==> src/inc/ebd_pkg.sv <==
// constants, field layout and carrier types for the external bank decoder
package ebd_pkg;
    localparam int EBD_BANKS = 4;
    // register byte addresses and reset value
    localparam logic [31:0] EBD_BANK0_CTRL_ADDR = 32'hFFF0_1018;
    localparam logic [31:0] EBD_BANK1_CTRL_ADDR = 32'hFFF0_101C;
    localparam logic [31:0] EBD_BANK2_CTRL_ADDR = 32'hFFF0_1020;
    localparam logic [31:0] EBD_BANK3_CTRL_ADDR = 32'hFFF0_1024;
    localparam logic [31:0] EBD_CTRL_RESET = 32'h0000_0000;
    // field positions inside a bank control word
    localparam int EBD_BASE_MSB = 31;
    localparam int EBD_BASE_LSB = 19;
    localparam int EBD_SIZE_MSB = 18;
    localparam int EBD_SIZE_LSB = 16;
    localparam int EBD_ALIGN_BIT = 15;
    localparam int EBD_ACC_MSB = 14;
    localparam int EBD_ACC_LSB = 11;
    localparam int EBD_HOLD_MSB = 10;
    localparam int EBD_HOLD_LSB = 8;
    localparam int EBD_WIDTH_MSB = 1;
    localparam int EBD_WIDTH_LSB = 0;
    // decode figures
    localparam int EBD_START_SHIFT = 18;
    localparam logic [32:0] EBD_SIZE_MIN_BYTES = 33'h0_0004_0000;
    localparam logic [2:0] EBD_SIZE_MAX_CODE = 3'h5;
    localparam logic [3:0] EBD_ACC_SPLIT = 4'h8;
    localparam logic [1:0] EBD_WIDTH_OFF = 2'h0;
    localparam logic [1:0] EBD_WIDTH_16 = 2'h2;
    localparam logic [1:0] EBD_WIDTH_32 = 2'h3;
    // bus answers
    localparam logic [1:0] EBD_RESP_OKAY = 2'h0;
    localparam logic [1:0] EBD_RESP_SLVERR = 2'h2;

    typedef enum logic [3:0] {
        EBD_IDLE = 4'b0001,
        EBD_STROBE = 4'b0010,
        EBD_HOLD = 4'b0100,
        EBD_DONE = 4'b1000
    } ebd_state_t;

    typedef struct packed {
        logic [31:0] addr;
        logic write;
        logic [3:0] byteEn;
    } ebd_req_t;

    typedef struct packed {
        logic [20:0] addr;
        logic [3:0] csN;
        logic writeStrobeN;
        logic [3:0] byteWriteStrobeN;
        logic outputEnableN;
    } ebd_ext_t;

    localparam ebd_ext_t EBD_EXT_IDLE = {21'h0, 4'hF, 1'b1, 4'hF, 1'b1};
endpackage

==> src/rtl/ebd_bank_decoder.sv <==
// four-bank external I/O decoder with strobe timing and AXI4-Lite registers
//
// Our own choice: the AXI4-Lite slave port.
`timescale 1ns/10ps
module ebd_bank_decoder import ebd_pkg::*; (
    input wire logic clk,
    input wire logic rst_b,
    input wire logic [31:0] s_axi_awaddr,
    input wire logic s_axi_awvalid,
    output logic s_axi_awready,
    input wire logic [31:0] s_axi_wdata,
    input wire logic [3:0] s_axi_wstrb,
    input wire logic s_axi_wvalid,
    output logic s_axi_wready,
    output logic [1:0] s_axi_bresp,
    output logic s_axi_bvalid,
    input wire logic s_axi_bready,
    input wire logic [31:0] s_axi_araddr,
    input wire logic s_axi_arvalid,
    output logic s_axi_arready,
    output logic [31:0] s_axi_rdata,
    output logic [1:0] s_axi_rresp,
    output logic s_axi_rvalid,
    input wire logic s_axi_rready,
    input wire logic reqValid,
    input wire ebd_req_t reqIn,
    output logic reqDone,
    output logic reqMiss,
    output ebd_ext_t extBus
);
    logic [31:0] ctrl_r [EBD_BANKS];
    logic [31:0] ctrl_nxt [EBD_BANKS];
    logic awHave_r, awHave_nxt, wHave_r, wHave_nxt;
    logic [31:0] awAddr_r, awAddr_nxt, wData_r, wData_nxt;
    logic [3:0] wStrb_r, wStrb_nxt;
    logic awReady_r, awReady_nxt, wReady_r, wReady_nxt;
    logic bValid_r, bValid_nxt, rValid_r, rValid_nxt, arReady_r, arReady_nxt;
    logic [1:0] bResp_r, bResp_nxt, rResp_r, rResp_nxt;
    logic [31:0] rData_r, rData_nxt;
    ebd_state_t state_r, state_nxt;
    logic [4:0] cnt_r, cnt_nxt;
    ebd_ext_t ext_r, ext_nxt;
    logic done_r, done_nxt, miss_r, miss_nxt;
    logic [EBD_BANKS-1:0] bankHit;
    logic [1:0] selBank;
    logic anyHit;

    // map a byte address onto a bank index
    function automatic logic [2:0] regIndex(input logic [31:0] a);
        case (a)
            EBD_BANK0_CTRL_ADDR: regIndex = 3'h4;
            EBD_BANK1_CTRL_ADDR: regIndex = 3'h5;
            EBD_BANK2_CTRL_ADDR: regIndex = 3'h6;
            EBD_BANK3_CTRL_ADDR: regIndex = 3'h7;
            default: regIndex = 3'h0;
        endcase
    endfunction

    // strobe length in clocks; reserved code 0 runs as one clock
    function automatic logic [4:0] accClocks(input logic [3:0] code);
        if (code == 4'h0) begin
            accClocks = 5'h01;
        end else if (code < EBD_ACC_SPLIT) begin
            accClocks = {1'b0, code};
        end else begin
            accClocks = 5'({code, 1'b0} - 5'h07);
        end
    endfunction

    // per-bank window compare
    for (genvar g = 0; g < EBD_BANKS; g++) begin : gBank
        logic [32:0] start, span;
        logic [2:0] sizeCode;
        logic enabled;
        assign sizeCode = ctrl_r[g][EBD_SIZE_MSB:EBD_SIZE_LSB];
        assign start = 33'({ctrl_r[g][EBD_BASE_MSB:EBD_BASE_LSB], 18'h0});
        assign span = EBD_SIZE_MIN_BYTES << sizeCode;
        // zero width disables the bank, unless byte alignment overrides width
        assign enabled = ctrl_r[g][EBD_ALIGN_BIT]
            || (ctrl_r[g][EBD_WIDTH_MSB:EBD_WIDTH_LSB] != EBD_WIDTH_OFF);
        assign bankHit[g] = enabled && (sizeCode <= EBD_SIZE_MAX_CODE)
            && ({1'b0, reqIn.addr} >= start) && ({1'b0, reqIn.addr} < start + span);
    end

    // lowest bank wins when windows overlap
    always_comb begin
        selBank = 2'h0;
        anyHit = 1'b0;
        for (int i = EBD_BANKS - 1; i >= 0; i--) begin
            if (bankHit[i]) begin
                selBank = 2'(i);
                anyHit = 1'b1;
            end
        end
    end

    // register bus next state; write and read each handle one transfer at a time
    always_comb begin
        logic [2:0] wIdx;
        logic [2:0] rIdx;
        wIdx = regIndex(awAddr_r);
        rIdx = regIndex(s_axi_araddr);
        ctrl_nxt = ctrl_r;
        awHave_nxt = awHave_r;
        wHave_nxt = wHave_r;
        awAddr_nxt = awAddr_r;
        wData_nxt = wData_r;
        wStrb_nxt = wStrb_r;
        bValid_nxt = bValid_r;
        bResp_nxt = bResp_r;
        rValid_nxt = rValid_r;
        rResp_nxt = rResp_r;
        rData_nxt = rData_r;
        if (s_axi_awvalid && awReady_r) begin
            awHave_nxt = 1'b1;
            awAddr_nxt = s_axi_awaddr;
        end
        if (s_axi_wvalid && wReady_r) begin
            wHave_nxt = 1'b1;
            wData_nxt = s_axi_wdata;
            wStrb_nxt = s_axi_wstrb;
        end
        if (awHave_r && wHave_r && !bValid_r) begin
            bValid_nxt = 1'b1;
            bResp_nxt = wIdx[2] ? EBD_RESP_OKAY : EBD_RESP_SLVERR;
            if (wIdx[2]) begin
                for (int b = 0; b < 4; b++) begin
                    if (wStrb_r[b]) begin
                        ctrl_nxt[wIdx[1:0]][b*8 +: 8] = wData_r[b*8 +: 8];
                    end
                end
            end
        end
        if (bValid_r && s_axi_bready) begin
            bValid_nxt = 1'b0;
            awHave_nxt = 1'b0;
            wHave_nxt = 1'b0;
        end
        if (rValid_r && s_axi_rready) begin
            rValid_nxt = 1'b0;
        end
        if (s_axi_arvalid && arReady_r) begin
            rValid_nxt = 1'b1;
            rResp_nxt = rIdx[2] ? EBD_RESP_OKAY : EBD_RESP_SLVERR;
            rData_nxt = rIdx[2] ? ctrl_r[rIdx[1:0]] : 32'h0000_0000;
        end
        awReady_nxt = !awHave_nxt;
        wReady_nxt = !wHave_nxt;
        arReady_nxt = !rValid_nxt;
    end

    // register bus flops
    always_ff @(posedge clk) begin
        if (!rst_b) begin
            for (int i = 0; i < EBD_BANKS; i++) begin
                ctrl_r[i] <= EBD_CTRL_RESET;
            end
            awHave_r <= 1'b0;
            wHave_r <= 1'b0;
            awAddr_r <= 32'h0000_0000;
            wData_r <= 32'h0000_0000;
            wStrb_r <= 4'h0;
            awReady_r <= 1'b0;
            wReady_r <= 1'b0;
            arReady_r <= 1'b0;
            bValid_r <= 1'b0;
            bResp_r <= EBD_RESP_OKAY;
            rValid_r <= 1'b0;
            rResp_r <= EBD_RESP_OKAY;
            rData_r <= 32'h0000_0000;
        end else begin
            ctrl_r <= ctrl_nxt;
            awHave_r <= awHave_nxt;
            wHave_r <= wHave_nxt;
            awAddr_r <= awAddr_nxt;
            wData_r <= wData_nxt;
            wStrb_r <= wStrb_nxt;
            awReady_r <= awReady_nxt;
            wReady_r <= wReady_nxt;
            arReady_r <= arReady_nxt;
            bValid_r <= bValid_nxt;
            bResp_r <= bResp_nxt;
            rValid_r <= rValid_nxt;
            rResp_r <= rResp_nxt;
            rData_r <= rData_nxt;
        end
    end

    // external access sequencer: strobe phase, then chip-select hold
    always_comb begin
        logic [31:0] sel;
        sel = ctrl_r[selBank];
        state_nxt = state_r;
        cnt_nxt = cnt_r;
        ext_nxt = ext_r;
        miss_nxt = miss_r;
        case (state_r)
            EBD_IDLE: begin
                miss_nxt = 1'b0;
                if (reqValid && anyHit) begin
                    state_nxt = EBD_STROBE;
                    cnt_nxt = accClocks(sel[EBD_ACC_MSB:EBD_ACC_LSB]) - 5'h01;
                    ext_nxt.csN = ~(4'h1 << selBank);
                    ext_nxt.writeStrobeN = !reqIn.write;
                    ext_nxt.byteWriteStrobeN = reqIn.write ? ~reqIn.byteEn : 4'hF;
                    ext_nxt.outputEnableN = reqIn.write;
                    if (sel[EBD_ALIGN_BIT]) begin
                        ext_nxt.addr = reqIn.addr[20:0];
                    end else if (sel[EBD_WIDTH_MSB:EBD_WIDTH_LSB] == EBD_WIDTH_32) begin
                        ext_nxt.addr = reqIn.addr[22:2];
                    end else if (sel[EBD_WIDTH_MSB:EBD_WIDTH_LSB] == EBD_WIDTH_16) begin
                        ext_nxt.addr = reqIn.addr[21:1];
                    end else begin
                        ext_nxt.addr = reqIn.addr[20:0];
                    end
                end else if (reqValid) begin
                    state_nxt = EBD_DONE; // no bank claims it
                    miss_nxt = 1'b1;
                end
            end
            EBD_STROBE: begin
                if (cnt_r != 5'h00) begin
                    cnt_nxt = cnt_r - 5'h01;
                end else begin
                    ext_nxt.writeStrobeN = 1'b1;
                    ext_nxt.byteWriteStrobeN = 4'hF;
                    ext_nxt.outputEnableN = 1'b1;
                    cnt_nxt = {2'h0, ctrl_r[selBank][EBD_HOLD_MSB:EBD_HOLD_LSB]};
                    if (cnt_nxt == 5'h00) begin
                        ext_nxt.csN = 4'hF;
                        state_nxt = EBD_DONE;
                    end else begin
                        cnt_nxt = cnt_nxt - 5'h01;
                        state_nxt = EBD_HOLD;
                    end
                end
            end
            EBD_HOLD: begin
                if (cnt_r != 5'h00) begin
                    cnt_nxt = cnt_r - 5'h01;
                end else begin
                    ext_nxt.csN = 4'hF;
                    state_nxt = EBD_DONE;
                end
            end
            EBD_DONE: begin
                state_nxt = EBD_IDLE;
                miss_nxt = 1'b0; // miss lasts exactly as long as the done pulse
            end
            default: begin
                state_nxt = EBD_IDLE;
                ext_nxt = EBD_EXT_IDLE;
            end
        endcase
        done_nxt = (state_nxt == EBD_DONE);
    end

    // sequencer flops; selBank is stable because the requester holds its address
    always_ff @(posedge clk) begin
        if (!rst_b) begin
            state_r <= EBD_IDLE;
            cnt_r <= 5'h00;
            ext_r <= EBD_EXT_IDLE;
            done_r <= 1'b0;
            miss_r <= 1'b0;
        end else begin
            state_r <= state_nxt;
            cnt_r <= cnt_nxt;
            ext_r <= ext_nxt;
            done_r <= done_nxt;
            miss_r <= miss_nxt;
        end
    end

    assign s_axi_awready = awReady_r;
    assign s_axi_wready = wReady_r;
    assign s_axi_bvalid = bValid_r;
    assign s_axi_bresp = bResp_r;
    assign s_axi_arready = arReady_r;
    assign s_axi_rvalid = rValid_r;
    assign s_axi_rresp = rResp_r;
    assign s_axi_rdata = rData_r;
    assign reqDone = done_r;
    assign reqMiss = miss_r;
    assign extBus = ext_r;

    // helper: measure the strobe and remember the length it should have had
    // expected length restated from the access table, not from accClocks, so a slip there shows
    logic [4:0] strobeLen_r, expectLen_r;
    logic [3:0] accCode;
    assign accCode = ctrl_r[selBank][EBD_ACC_MSB:EBD_ACC_LSB];
    always_ff @(posedge clk) begin
        if (!rst_b) begin
            strobeLen_r <= 5'h00;
            expectLen_r <= 5'h00;
        end else begin
            strobeLen_r <= (state_r == EBD_STROBE) ? strobeLen_r + 5'h01 : 5'h00;
            if (state_r == EBD_IDLE) begin
                if (accCode[3]) begin
                    expectLen_r <= 5'h09 + {1'b0, accCode[2:0], 1'b0};
                end else begin
                    expectLen_r <= (accCode == 4'h0) ? 5'h01 : {1'b0, accCode};
                end
            end
        end
    end
endmodule

==> config.mk <==
export PLATFORM = sky130hd
export DESIGN_NAME = ebd_bank_decoder
export DESIGN_NICKNAME = d
export VERILOG_FILES = /design/src/inc/ebd_pkg.sv /design/src/rtl/ebd_bank_decoder.sv
export SDC_FILE = /design/constraint.sdc
export NUM_CORES = 1
export LEC_CHECK = 0
export ABC_AREA = 1
export BUFFER_PORTS_ARGS = -buffer_cell sky130_fd_sc_hd__buf_2
export CAP_MARGIN = 30
export CORE_MARGIN = 1.5
export CORE_UTILIZATION = 40
export CTS_BUF_LIST = sky130_fd_sc_hd__clkbuf_8
export DETAILED_ROUTE_END_ITERATION = 8
export PLACE_DENSITY = 0.69
export SLEW_MARGIN = 20
export SYNTH_ARGS = -nofsm -noshare
export SYNTH_HDL_FRONTEND = slang
export SYNTH_SLANG_ARGS = --single-unit
==> constraint.sdc <==
create_clock -name clk -period 6 [get_ports clk]
set_input_delay 0.6 -clock clk [delete_from_list [all_inputs] [get_ports clk]]
set_output_delay 0.6 -clock clk [all_outputs]
set_load 0.02 [all_outputs]
Word-level counts from Yosys, hierarchy flattened:

Index checks and enable logic that the tools add are counted.

* add/subtract/negate cells: 8
* multiply operators: 0
* divide/modulo/power cells: 0
* $lt $le $gt $ge: 17
* eq/ne operators: 20
* shifts and indexed selects: 5
* mux-type cells: 76
* bitwise logic cells: 9
* reduce and logical (&&, ||, !) cells: 47

Operators with widths (count)
* 128-bit 2-to-1 mux: 10
* 128-bit bitwise mux: 4
* 32-bit demux with 2-bit select: 4
* 32-bit equality test (second input constant): 8
* 31-bit by 33-bit adder with 33-bit output: 4
* 32-bit by 33-bit less-than comparator with 1-bit output: 4
* 19-bit by 3-bit << shifter with 33-bit output (first input constant): 4
* 32-bit binary-select mux with 2-bit select: 2
* 32-bit by 31-bit greater-or-equal comparator with 1-bit output: 4
* 32-bit 2-to-1 mux: 4
* 21-bit 2-to-1 mux: 3
* 16-bit 2-to-1 mux: 3
* 21-bit one-hot mux with 2 select lines: 1
* 5-bit 2-to-1 mux: 8
* 4-bit 2-to-1 mux: 8
* 31-bit 2-to-1 mux: 1
* 24-bit 2-to-1 mux: 1
* 3-bit one-hot mux with 4 select lines: 2
* 1-bit logical AND: 21
* 6-bit one-hot mux with 3 select lines: 1
* 4-bit one-hot mux with 4 select lines: 1
* 5-bit one-hot mux with 3 select lines: 1
* 3-bit less-or-equal comparator (second input constant): 4
* 1-bit 2-to-1 mux: 12
* other kinds (33): 67

* flip-flop bits (word level): 281
* bits in latches: 0
* memory bits (writable): 0
* bits in read-only memories: 0
* input bits: 145
* logic and storage cells: 208
* memories: 0

Depth between registers and ports, before layout:

Gate-level depths: netlist (run 1).

* depth in word-level cells: 21
* mapped depth: 40
* mapped depth without buffers: 38

Least setup slack after synthesis (run 1):

Ideal clock, no wire load.

* path type: flip-flop to flip-flop
* start: register ctrl_r[113] (netlist name)
* end: register cnt_r[1]
* library setup time: 0.120 ns
* arrival time: 4.902 ns
* required time: 5.880 ns
* slack: 0.978 ns
* stages on the path, launching flop included: 39
* path buffers: 2
* clock period less this slack: 5.022 ns
* cell sequence: dfxtp_1 > clkbuf_1 > nor3_1 > ha_1 > inv_1 > fa_1 > nand3b_1 > and2_1 > nor2_1 > nor2_1 > o21bai_1 > a21oi_1 > o21ai_0 > nand2_1 > nor2_1 > nand3_1 > xor2_1 > ha_1 > (+3 left out) > nor2_2 > nand3_1 > nand4_1 > nor2_2 > nor2_2 > buf_6 > nand2_1 > inv_1 > nand2_1 > nand2_1 > a21oi_1 > nand2_1 > nand2_1 > and2_1 > ha_1 > o22ai_1 > nor3_1 > a21oi_1

* longest elaborated chain between the ends: 17
* elaborated cells on any way between the ends: 30

RTL lines
* start: declaration: RTL line ebd_bank_decoder.sv:31 `logic [31:0] ctrl_r [EBD_BANKS];`
* start signal: assignment: RTL line ebd_bank_decoder.sv:172 `ctrl_r <= ctrl_nxt;`
* 19-bit by 3-bit << shifter with 33-bit output / 3-bit less-or-equal comparator (equally long branches): RTL line ebd_bank_decoder.sv:77, ebd_bank_decoder.sv:81
* 31-bit by 33-bit adder with 33-bit output / 1-bit logical AND (equally long branches): RTL line ebd_bank_decoder.sv:82, ebd_bank_decoder.sv:81
* 32-bit by 33-bit less-than comparator with 1-bit output / 1-bit logical AND (equally long branches): RTL line ebd_bank_decoder.sv:82 `&& ({1'b0, reqIn.addr} >= start) && ({1'b0, reqIn.addr} < start + span);`
* 1-bit logical AND (*): RTL line ebd_bank_decoder.sv:82
* 2-bit 2-to-1 mux: RTL line ebd_bank_decoder.sv:90 `if (bankHit[i]) begin`
* 2-bit inverter with 3-bit output
* 32-bit binary-select mux with 2-bit select
* 16-bit 2-to-1 mux (2 in series)
* 5-bit by 3-bit subtractor with 5-bit output / 4-bit less-than comparator (equally long branches): RTL line ebd_bank_decoder.sv:66, ebd_bank_decoder.sv:63
* 5-bit 2-to-1 mux: RTL line ebd_bank_decoder.sv:63 `end else if (code < EBD_ACC_SPLIT) begin`
* 5-bit 2-to-1 mux: RTL line ebd_bank_decoder.sv:61 `if (code == 4'h0) begin`
* 5-bit 2-to-1 mux: RTL line ebd_bank_decoder.sv:200 `if (reqValid && anyHit) begin`
* 5-bit 2-to-1 mux: RTL line ebd_bank_decoder.sv:197 `case (state_r)`
* 5-bit by 1-bit subtractor with 5-bit output: RTL line ebd_bank_decoder.sv:202 `cnt_nxt = accClocks(sel[EBD_ACC_MSB:EBD_ACC_LSB]) - 5'h01;`
* 5-bit 2-to-1 mux: RTL line ebd_bank_decoder.sv:200
* 5-bit one-hot mux with 3 select lines: RTL line ebd_bank_decoder.sv:197
* end signal: assignment: RTL line ebd_bank_decoder.sv:268 `cnt_r <= cnt_nxt;`
* end: declaration: RTL line ebd_bank_decoder.sv:41 `logic [4:0] cnt_r, cnt_nxt;`

Every way passes the cells marked *; elsewhere a longest branch is shown, timed or not. The select of a mux whose other input is x is not followed.
A chain may end at the register's enable or synchronous reset.

Final worst setup path (run 1):

Same ends and word-level chain as after synthesis.

==> results of run 1 <==
## synthesized netlist by cell type, types with 2 or more instances
| master | n |
|---|---|
| nand2_1 | 427 |
| a21oi_1 | 310 |
| o21ai_0 | 282 |
| dfxtp_1 | 279 |
| inv_1 | 266 |
| nor2_1 | 237 |
| ha_1 | 143 |
| nand3_1 | 82 |
| clkbuf_1 | 68 |
| nor3_1 | 41 |
| xor2_1 | 34 |
| o221ai_1 | 29 |
| buf_2 | 23 |
| a21oi_2 | 19 |
| nand4_1 | 16 |
| o21ai_1 | 14 |
| o21bai_1 | 10 |
| xnor2_1 | 10 |
| nor2_2 | 9 |
| buf_6 | 7 |
| nor4_1 | 7 |
| inv_2 | 6 |
| nand2_2 | 6 |
| o211ai_1 | 6 |
| nand2_4 | 5 |
| fa_1 | 4 |
| nand3b_1 | 4 |
| or2_2 | 4 |
| and2_1 | 3 |
| buf_1 | 3 |
| o21a_1 | 3 |
| or4_1 | 3 |
| a21o_1 | 2 |
| a31oi_1 | 2 |
| buf_4 | 2 |
| clkbuf_2 | 2 |
| clkinv_1 | 2 |
## state kept, by name, indices dropped and copies added, names as in the netlist
register,flops
awAddr_r,32
awHave_r,1
cnt_r,5
ctrl_r,128
extBus,31
reqDone,1
reqMiss,1
s_axi_arready,1
s_axi_awready,1
s_axi_bresp,1
s_axi_bvalid,1
s_axi_rdata,32
s_axi_rresp,1
s_axi_rvalid,1
s_axi_wready,1
state_r,4
wData_r,32
wHave_r,1
wStrb_r,4
## cells by family (layout without fill, tap and decap cells)
group / after synthesis / in the layout / share of synthesized area
and+or+nand+nor: 849 / 849 / 0.214
AOI/OAI and AO/OA: 683 / 683 / 0.222
buffers and inverters: 381 / 602 / 0.0924
DFF: 279 / 279 / 0.336
adders and majority gates: 147 / 147 / 0.113
xor gates and xnor gates: 44 / 44 / 0.0232
other: 1 / 2 / 0.000226
## power by group
| part | internal, W | switching [W] |
|---|---|---|
| Combinational | 0.000223 | 0.000450 |
| Clock | 0.000973 | 0.000815 |
| Sequential | 0.00194 | 0.0000399 |
| Total | 0.00313 | 0.00130 |
## worst paths after layout
check | startpoint | endpoint | slack [ps] | cells past startpoint
worst max-delay path | ctrl_r[113]$_SDFFE_PN0P_ | cnt_r[1]$_SDFFE_PN0P_ | 510 | 37
worst min-delay path | reqIn[2] | extBus[3]$_SDFFE_PN1P_ | 230 | 2
worst min register to register | extBus[5]$_SDFFE_PN1P_ | extBus[5]$_SDFFE_PN1P_ | 450 | 2
worst max register to register | ctrl_r[113]$_SDFFE_PN0P_ | cnt_r[1]$_SDFFE_PN0P_ | 510 | 37
## repair_timing
| action | 4_1_cts | 5_1_grt |
|---|---|---|
| setup buffers | 0 | 0 |
| setup endpoints to repair | 0 | 33 |
| gates resized for setup | 0 | 13 |
## metal layers
metal	track usage	wire length [um]
met5	0	23
met2	0.387	23300
met1	0.321	23200
met4	0.0588	1210
met3	0.0320	3430
## metrics by stage
stage,utilization,hold slack [ps],power (W)
after detailed placement,0.439,441,0.00269
after floorplan,-,430,0.00245
after CTS,0.463,192,0.00446
final,0.468,227,0.00444
after global placement,0.439,434,0.00266
after global routing,0.468,205,0.00465
## layout make-up
class	instances	area, um2
fillers	4191	21800
multi-input cells	1725	9550
flip-flops and latches	279	5590
repair buffers	244	1320
inverters	275	1030
clock buffers	55	757
well taps	532	666
clock inverters	28	223
## worst reg2reg max path, delay by kind of cell (launching register included)
family	cells	cell delay [ps]
and+or+nand+nor	23	2630
DFF	1	390
xor gates and xnor gates	1	150
buffers and inverters	3	340
adders and majority gates	4	1150
AOI/OAI and AO/OA	6	730
==> impl_metrics.ini, run 1 <==
[worst_setup_path]
required_ps = 6480
critPathBufInv = 3
cpMostUsedCell = nand2_1
worstPathMaxFanout = 13
endpoint_kind = flop
crit_slowest_cell = dfxtp_1
startpoint_type = flop
critPathKind = reg -> reg
cpLargestDelayFamily = simple AND/OR/NAND/NOR gates
max_stage_delay_ps = 390
cp.arrival_ps = 5970

[clocking]
cts_tree = yes
holdBufCountCts = 0
clk_latency_ps = 590
cts.sinks = 279
clock_path_buffers = 3
cts_made_buffers = 46
cts.clk_slew.worst_paths_ps = 70
h-tree-depth = 2
cts_root_buf = clkbuf_8

[global_route]
antenna_found_initial = 2
gr-total-overflow = 0
grt_pass1_wl_um = 80400
grt_max_degree = 131
grt_use_total = 0.234
first_global_vias = 15208

[timing]
worstMarginPinSlew_ps = 963
slew_headroom = 0.356
setup_ws_ps = 506
fin_skew_ps = 22.4
drv_slew = 0
setup_tns_ps = 0
period_minus_slack_ps = 5490
setup_viol = 0
rsz0062_at_grt = false
fmax_mhz = 182
finalHoldViolCount = 0
period_share = 0.916

[placed_design]
port_buffers = 216
placed_cell_area_um2 = 18000
pre_cts_slack_ps = 346
dp_hpwl_um = 37900
gp_routability_congestion = 0.907
dp.cells = 3042

[drt]
drtPass1Iterations = 6
wl_per_cell_um = 16.3
drc = 0
vias = 16719
viasPerCell = 5.33
routed_wl_um = 51100
first_iter_violations = 1274
drtAntennaViolNets = 0

[logic_synthesis]
yosys_warnings = 0
dominantRegCellSynth = dfxtp_1
synth_edf_count = 0
synthCells = 2384
synth_area_um2 = 16600
synthTopCellsByArea = dfxtp_1 (34%), ha_1 (11%), nand2_1 (9.6%)
ys_seq_elements = 279
synth_cell_types = 51
yosysSeqAreaShare = 0.336
synthArstFlopShare = 0
synth_top_cell_area_share = 0.336
synth_area_per_cell_um2 = 6.97
synth_area_leader_cell = dfxtp_1

[floorplanning]
core_um2 = 40900
rows = 74
dieArea_um2 = 42800
die_h_um = 207
start_util = 0.406
ios = 219
die_w_um = 207

[final_layout]
drive_gt1_frac = 0.147
nets = 2863
final_common_cell = nand2_1
n_antenna_cell = 0
area_growth_syn_to_layout_pct = 15.2
stdcell_count = 3138
fin_area_um2 = 19100
most-common-layout-cells = nand2_1 (426), a21oi_1 (306), o21ai_0 (280)

[status]
status = completed

[power]
leakage_nw = 8.62
p_per_area_nw_per_um2 = 232
vdd_drop_max_mv = 0.151

[hold_path]
hp-class = in -> reg

[flow_run]
max-cap-violations = 0
(Power assumes the default switching activity.)
==> run 2: changes to the inputs <==
--- a/config.mk
+++ b/config.mk
@@ -12,7 +12,7 @@
 export CORE_UTILIZATION = 40
 export CTS_BUF_LIST = sky130_fd_sc_hd__clkbuf_8
 export DETAILED_ROUTE_END_ITERATION = 8
-export PLACE_DENSITY = 0.69
+export PLACE_DENSITY = 0.65
 export SLEW_MARGIN = 20
 export SYNTH_ARGS = -nofsm -noshare
 export SYNTH_HDL_FRONTEND = slang
==> run 2 against run 1 <==
  * Combinational power about the same
  * Die area unchanged
  * Critical endpoint unchanged
  * Final cell count unchanged
  * Critical path type unchanged
==> impl_metrics.ini, run 2 (same netlist as run 1, synthesis figures left out) <==
[timing]
period_share = 0.918
period_minus_slack_ps = 5510
fmax_mhz = 182
setup_tns_ps = 0
drv_slew = 0
worstMarginPinSlew_ps = 875
fin_skew_ps = 26.8
finalHoldViolCount = 0
slew_headroom = 0.416
rsz0062_at_grt = false
setup_viol = 0

[worst_setup_path]
crit_slowest_cell = fa_1
required_ps = 6490
reg2regPathDepth = 37
cp.arrival_ps = 6000
worstReg2RegStart = ctrl_r[113]$_SDFFE_PN0P_
cpMostUsedCell = nand2_1
max_stage_delay_ps = 400
endpoint_kind = flop
critPathKind = reg -> reg
worstPathMaxFanout = 14
crit_start = ctrl_r[113]$_SDFFE_PN0P_
startpoint_type = flop

[power]
seq_power_share = 0.444
clkPwrFrac = 0.405
vdd_drop_max_mv = 0.162
switchingPower_w = 0.00129
p_per_area_nw_per_um2 = 233
power_report.internal_total_w = 0.00316
switching_share = 0.290
p_comb_frac = 0.151
leakage_nw = 8.62

[hold_path]
min_from = reqIn[3]
whs_path_depth = 2
hp-class = in -> reg

[clocking]
clk_latency_ps = 600
cts_root_buf = clkbuf_8
cts.clk_slew.worst_paths_ps = 70
cts_made_buffers = 47
h-tree-depth = 2
holdBufCountCts = 0
cts.sinks = 279
clock_path_buffers = 3
cts_tree = yes

[floorplanning]
core_um2 = 40900
start_util = 0.406
die_h_um = 207
ios = 219
die_w_um = 207
dieArea_um2 = 42800
rows = 74

[placed_design]
dp.cells = 3043
gp_routability_congestion = 0.911
port_buffers = 216
dp_hpwl_um = 38300

[global_route]
met1_usage = 0.315
use_met3 = 0.0422
grt_pass1_wl_um = 80000
use_met2 = 0.381
antenna_found_initial = 1
grt_use_total = 0.236
gr-total-overflow = 0
grt_max_degree = 121
first_global_vias = 15407
busiest_layer = met2

[final_layout]
largest_reg_flops = 128
n_antenna_cell = 0
final_common_cell = nand2_1
nets = 2865
most-common-layout-cells = nand2_1 (425), a21oi_1 (308), dfxtp_1 (279)
area_growth_syn_to_layout_pct = 15.3
fill_cells = 4133
multi_input_comb_area_um2 = 9530
ff_latch_area_um2 = 5590
drive_gt1_frac = 0.147
stdcell_count = 3138
regMostFlops = ctrl_r

[drt]
vias = 16536
viasPerCell = 5.27
drtAntennaViolNets = 0
drc = 0
wl_per_cell_um = 16.4
first_iter_violations = 1107
drtPass1Iterations = 6
routed_wl_um = 51400

[flow_run]
max-cap-violations = 0

[status]
status = completed
run 2: metal layers:
layer / routed length [um] / vias to the layer above / share of wire
li1: - / 8312 / -
met1: 23500 / 7589 / 0.46
met2: 23000 / 528 / 0.45
met3: 3320 / 105 / 0.065
met4: 1590 / 2 / 0.031
met5: 10 / - / 0.00019
run 2: repair_timing:
action	4_1_cts	5_1_grt
buffers inserted	0	0
hold endpoints to repair	0	0
resized for setup	0	10
endpoints found under the setup margin	0	28
run 2: power groups by stage:
| stage | clock network (W) | registers [W] | logic [W] |
|---|---|---|---|
| floorplan | 0 | 0.00206 | 0.000386 |
| global placement | 0 | 0.00202 | 0.000657 |
| detailed placement | 0 | 0.00202 | 0.000666 |
| CTS | 0.00185 | 0.00198 | 0.000669 |
| global route | 0.00193 | 0.00199 | 0.000757 |
| finish | 0.00180 | 0.00198 | 0.000671 |
run 2: final timing paths:
check,slack (ps),end
max reg2reg,490,cnt_r[1]$_SDFFE_PN0P_
max,490,cnt_r[1]$_SDFFE_PN0P_
min,210,extBus[4]$_SDFFE_PN1P_
min reg2reg,460,extBus[5]$_SDFFE_PN1P_
run 2: worst max-delay path: cells and delay by family, from the launching register on:
family	cells	cell delay [ps]
AND/OR/NAND/NOR	23	2580
adder cells (fa/ha/maj)	4	1170
AO/OA/AOI/OAI	6	720
flip-flops	1	390
buffers and inverters	3	370
XOR/XNOR	1	150
run 2: area by class of cell:
| class | instances | share of cell area |
|---|---|---|
| multi-input combinational | 1725 | 0.498 |
| sequential | 279 | 0.292 |
| timing repair buffer | 245 | 0.0694 |
| inverter | 275 | 0.0540 |
| clock buffer | 61 | 0.0438 |
| tap | 532 | 0.0348 |
| clock inverter | 21 | 0.00856 |
run 2: stage by stage:
stage          setup slack [ps]   util  instance area (um2)  power (W)  hold WS [ps]
6_report                    491  0.468                19100    0.00446           210
5_1_grt                    51.7  0.468                19100    0.00468           190
4_1_cts                     234  0.464                19000    0.00450           167
3_5_place_dp                265  0.440                18000    0.00269           451
3_3_place_gp                529  0.439                18000    0.00267           436
2_1_floorplan               978      -                16600    0.00245           430
==> run 3: changes to the inputs <==
--- a/config.mk
+++ b/config.mk
@@ -12,8 +12,7 @@
 export CORE_UTILIZATION = 40
 export CTS_BUF_LIST = sky130_fd_sc_hd__clkbuf_8
 export DETAILED_ROUTE_END_ITERATION = 8
-export PLACE_DENSITY = 0.65
-export SLEW_MARGIN = 20
+export SLEW_MARGIN = 15
 export SYNTH_ARGS = -nofsm -noshare
 export SYNTH_HDL_FRONTEND = slang
 export SYNTH_SLANG_ARGS = --single-unit
==> run 3 against run 2 <==
  * Final cell count about the same
  * Via count down 1.2%
  * Die area is the same
  * Sequential share of layout area about the same
  * Power shrank 0.61%
  * Cell area decreased by 0.16%
  * Critical path type unchanged
==> impl_metrics.ini, run 3 (same netlist as run 1, synthesis figures left out) <==
[worst_setup_path]
startpoint_type = flop
worstPathMaxFanout = 8
cp.arrival_ps = 5900
cpMostUsedCell = nand2_1
required_ps = 6470
endpoint_kind = flop
critPathBufInv = 2
critPathKind = reg -> reg
cpLargestDelayFamily = simple AND/OR/NAND/NOR gates
max_stage_delay_ps = 400
crit_slowest_cell = fa_1

[global_route]
grt_use_total = 0.244
use_met3 = 0.0372
grt_pass1_wl_um = 82000
met1_usage = 0.324
first_global_vias = 15306
antenna_found_initial = 1
gr-total-overflow = 0
use_met2 = 0.400
grt_max_degree = 115
busiest_layer = met2

[floorplanning]
die_h_um = 207
dieArea_um2 = 42800
core_um2 = 40900
ios = 219
rows = 74
start_util = 0.406
die_w_um = 207

[status]
status = completed

[clocking]
cts.sinks = 279
holdBufCountCts = 0
postCtsSetupRepairBufs = 0
clk_latency_ps = 610
cts_tree = yes
clock_path_buffers = 3
cts_made_buffers = 48
post_cts_resized = 0
cts.clk_slew.worst_paths_ps = 70
h-tree-depth = 2
cts_root_buf = clkbuf_8

[power]
p_per_area_nw_per_um2 = 232
finalPower_w = 0.00443
vdd_drop_max_mv = 0.173
leakage_nw = 8.63

[final_layout]
nets = 2864
drive_gt1_frac = 0.144
final_common_cell = nand2_1
fill_cells = 4286
post-route-util = 0.467
n_antenna_cell = 0
most-common-layout-cells = nand2_1 (425), a21oi_1 (307), inv_1 (285)
largest_reg_flops = 128
area_growth_syn_to_layout_pct = 15.1
regMostFlops = ctrl_r

[timing]
fin_skew_ps = 27.1
period_share = 0.905
finalHoldViolCount = 0
period_minus_slack_ps = 5430
rsz0062_at_grt = false
setup_tns_ps = 0
slew_headroom = 0.348
drv_slew = 0
whs_ps = 220
setup_ws_ps = 569
fmax_mhz = 184
setup_viol = 0
worstMarginPinSlew_ps = 976

[placed_design]
dp_hpwl_um = 39000
gp_routability_congestion = 0.883
pre_cts_slack_ps = 257
port_buffers = 216

[flow_run]
max-cap-violations = 0

[drt]
drtPass1Iterations = 5
first_iter_violations = 1077
wl_per_cell_um = 16.8
vias = 16345
drc = 0
routed_wl_um = 52700
drtAntennaViolNets = 0
viasPerCell = 5.21

[hold_path]
hp-class = in -> reg
## run 3: cell count changes in the layout (fill, tap and decap cells not counted), sizes merged
cell,before,now
inv,284,294
buf,245,243
bufinv,2,1
clkinv,9,3
## run 3: worst register-to-register path, delay by kind of cell (launching register included)
kind	cells	cell delay, ps
XOR/XNOR	1	160
AO/OA/AOI/OAI	6	760
AND/OR/NAND/NOR	23	2650
adder cells (fa/ha/maj)	4	1160
buffers and inverters	2	190
flip-flops	1	380
## run 3: routing by layer
| layer | vias up | part of all wire |
|---|---|---|
| met5 | - | 0.00019 |
| met2 | 468 | 0.45 |
| li1 | 8321 | - |
| met4 | 2 | 0.032 |
| met3 | 97 | 0.057 |
| met1 | 7457 | 0.46 |
## run 3: worst paths after layout
path,depth (start not counted),to,startpoint,slack (ps)
min reg2reg,2,extBus[5]$_SDFFE_PN1P_,extBus[5]$_SDFFE_PN1P_,460
max,36,cnt_r[1]$_SDFFE_PN0P_,ctrl_r[113]$_SDFFE_PN0P_,570
max reg2reg,36,cnt_r[1]$_SDFFE_PN0P_,ctrl_r[113]$_SDFFE_PN0P_,570
min,2,extBus[4]$_SDFFE_PN1P_,reqIn[3],220
## run 3: report_power, final
group	leakage (nW)	total, W	switching [W]	internal [W]
sequential	2.26	0.00198	0.0000396	0.00194
combinational	5.80	0.000675	0.000453	0.000222
clock	0.571	0.00177	0.000818	0.000957
total	8.63	0.00443	0.00131	0.00312
## run 3: cell type report
class / instances / area (um2) / share of cell area
flip-flops and latches: 279 / 5590 / 0.292
repair buffers: 243 / 1310 / 0.0683
multi-input cells: 1725 / 9550 / 0.499
clock inverters: 24 / 141 / 0.00740
clock buffers: 61 / 840 / 0.0439
inverters: 275 / 1030 / 0.0541
well taps: 532 / 666 / 0.0348
## run 3: per-stage QoR
stage | instance area (um2) | std cells
2_1_floorplan | 16600 | 2385
3_3_place_gp | 18000 | 3040
3_5_place_dp | 18000 | 3044
4_1_cts | 19000 | 3129
5_1_grt | 19100 | 3139
6_report | 19100 | 3139
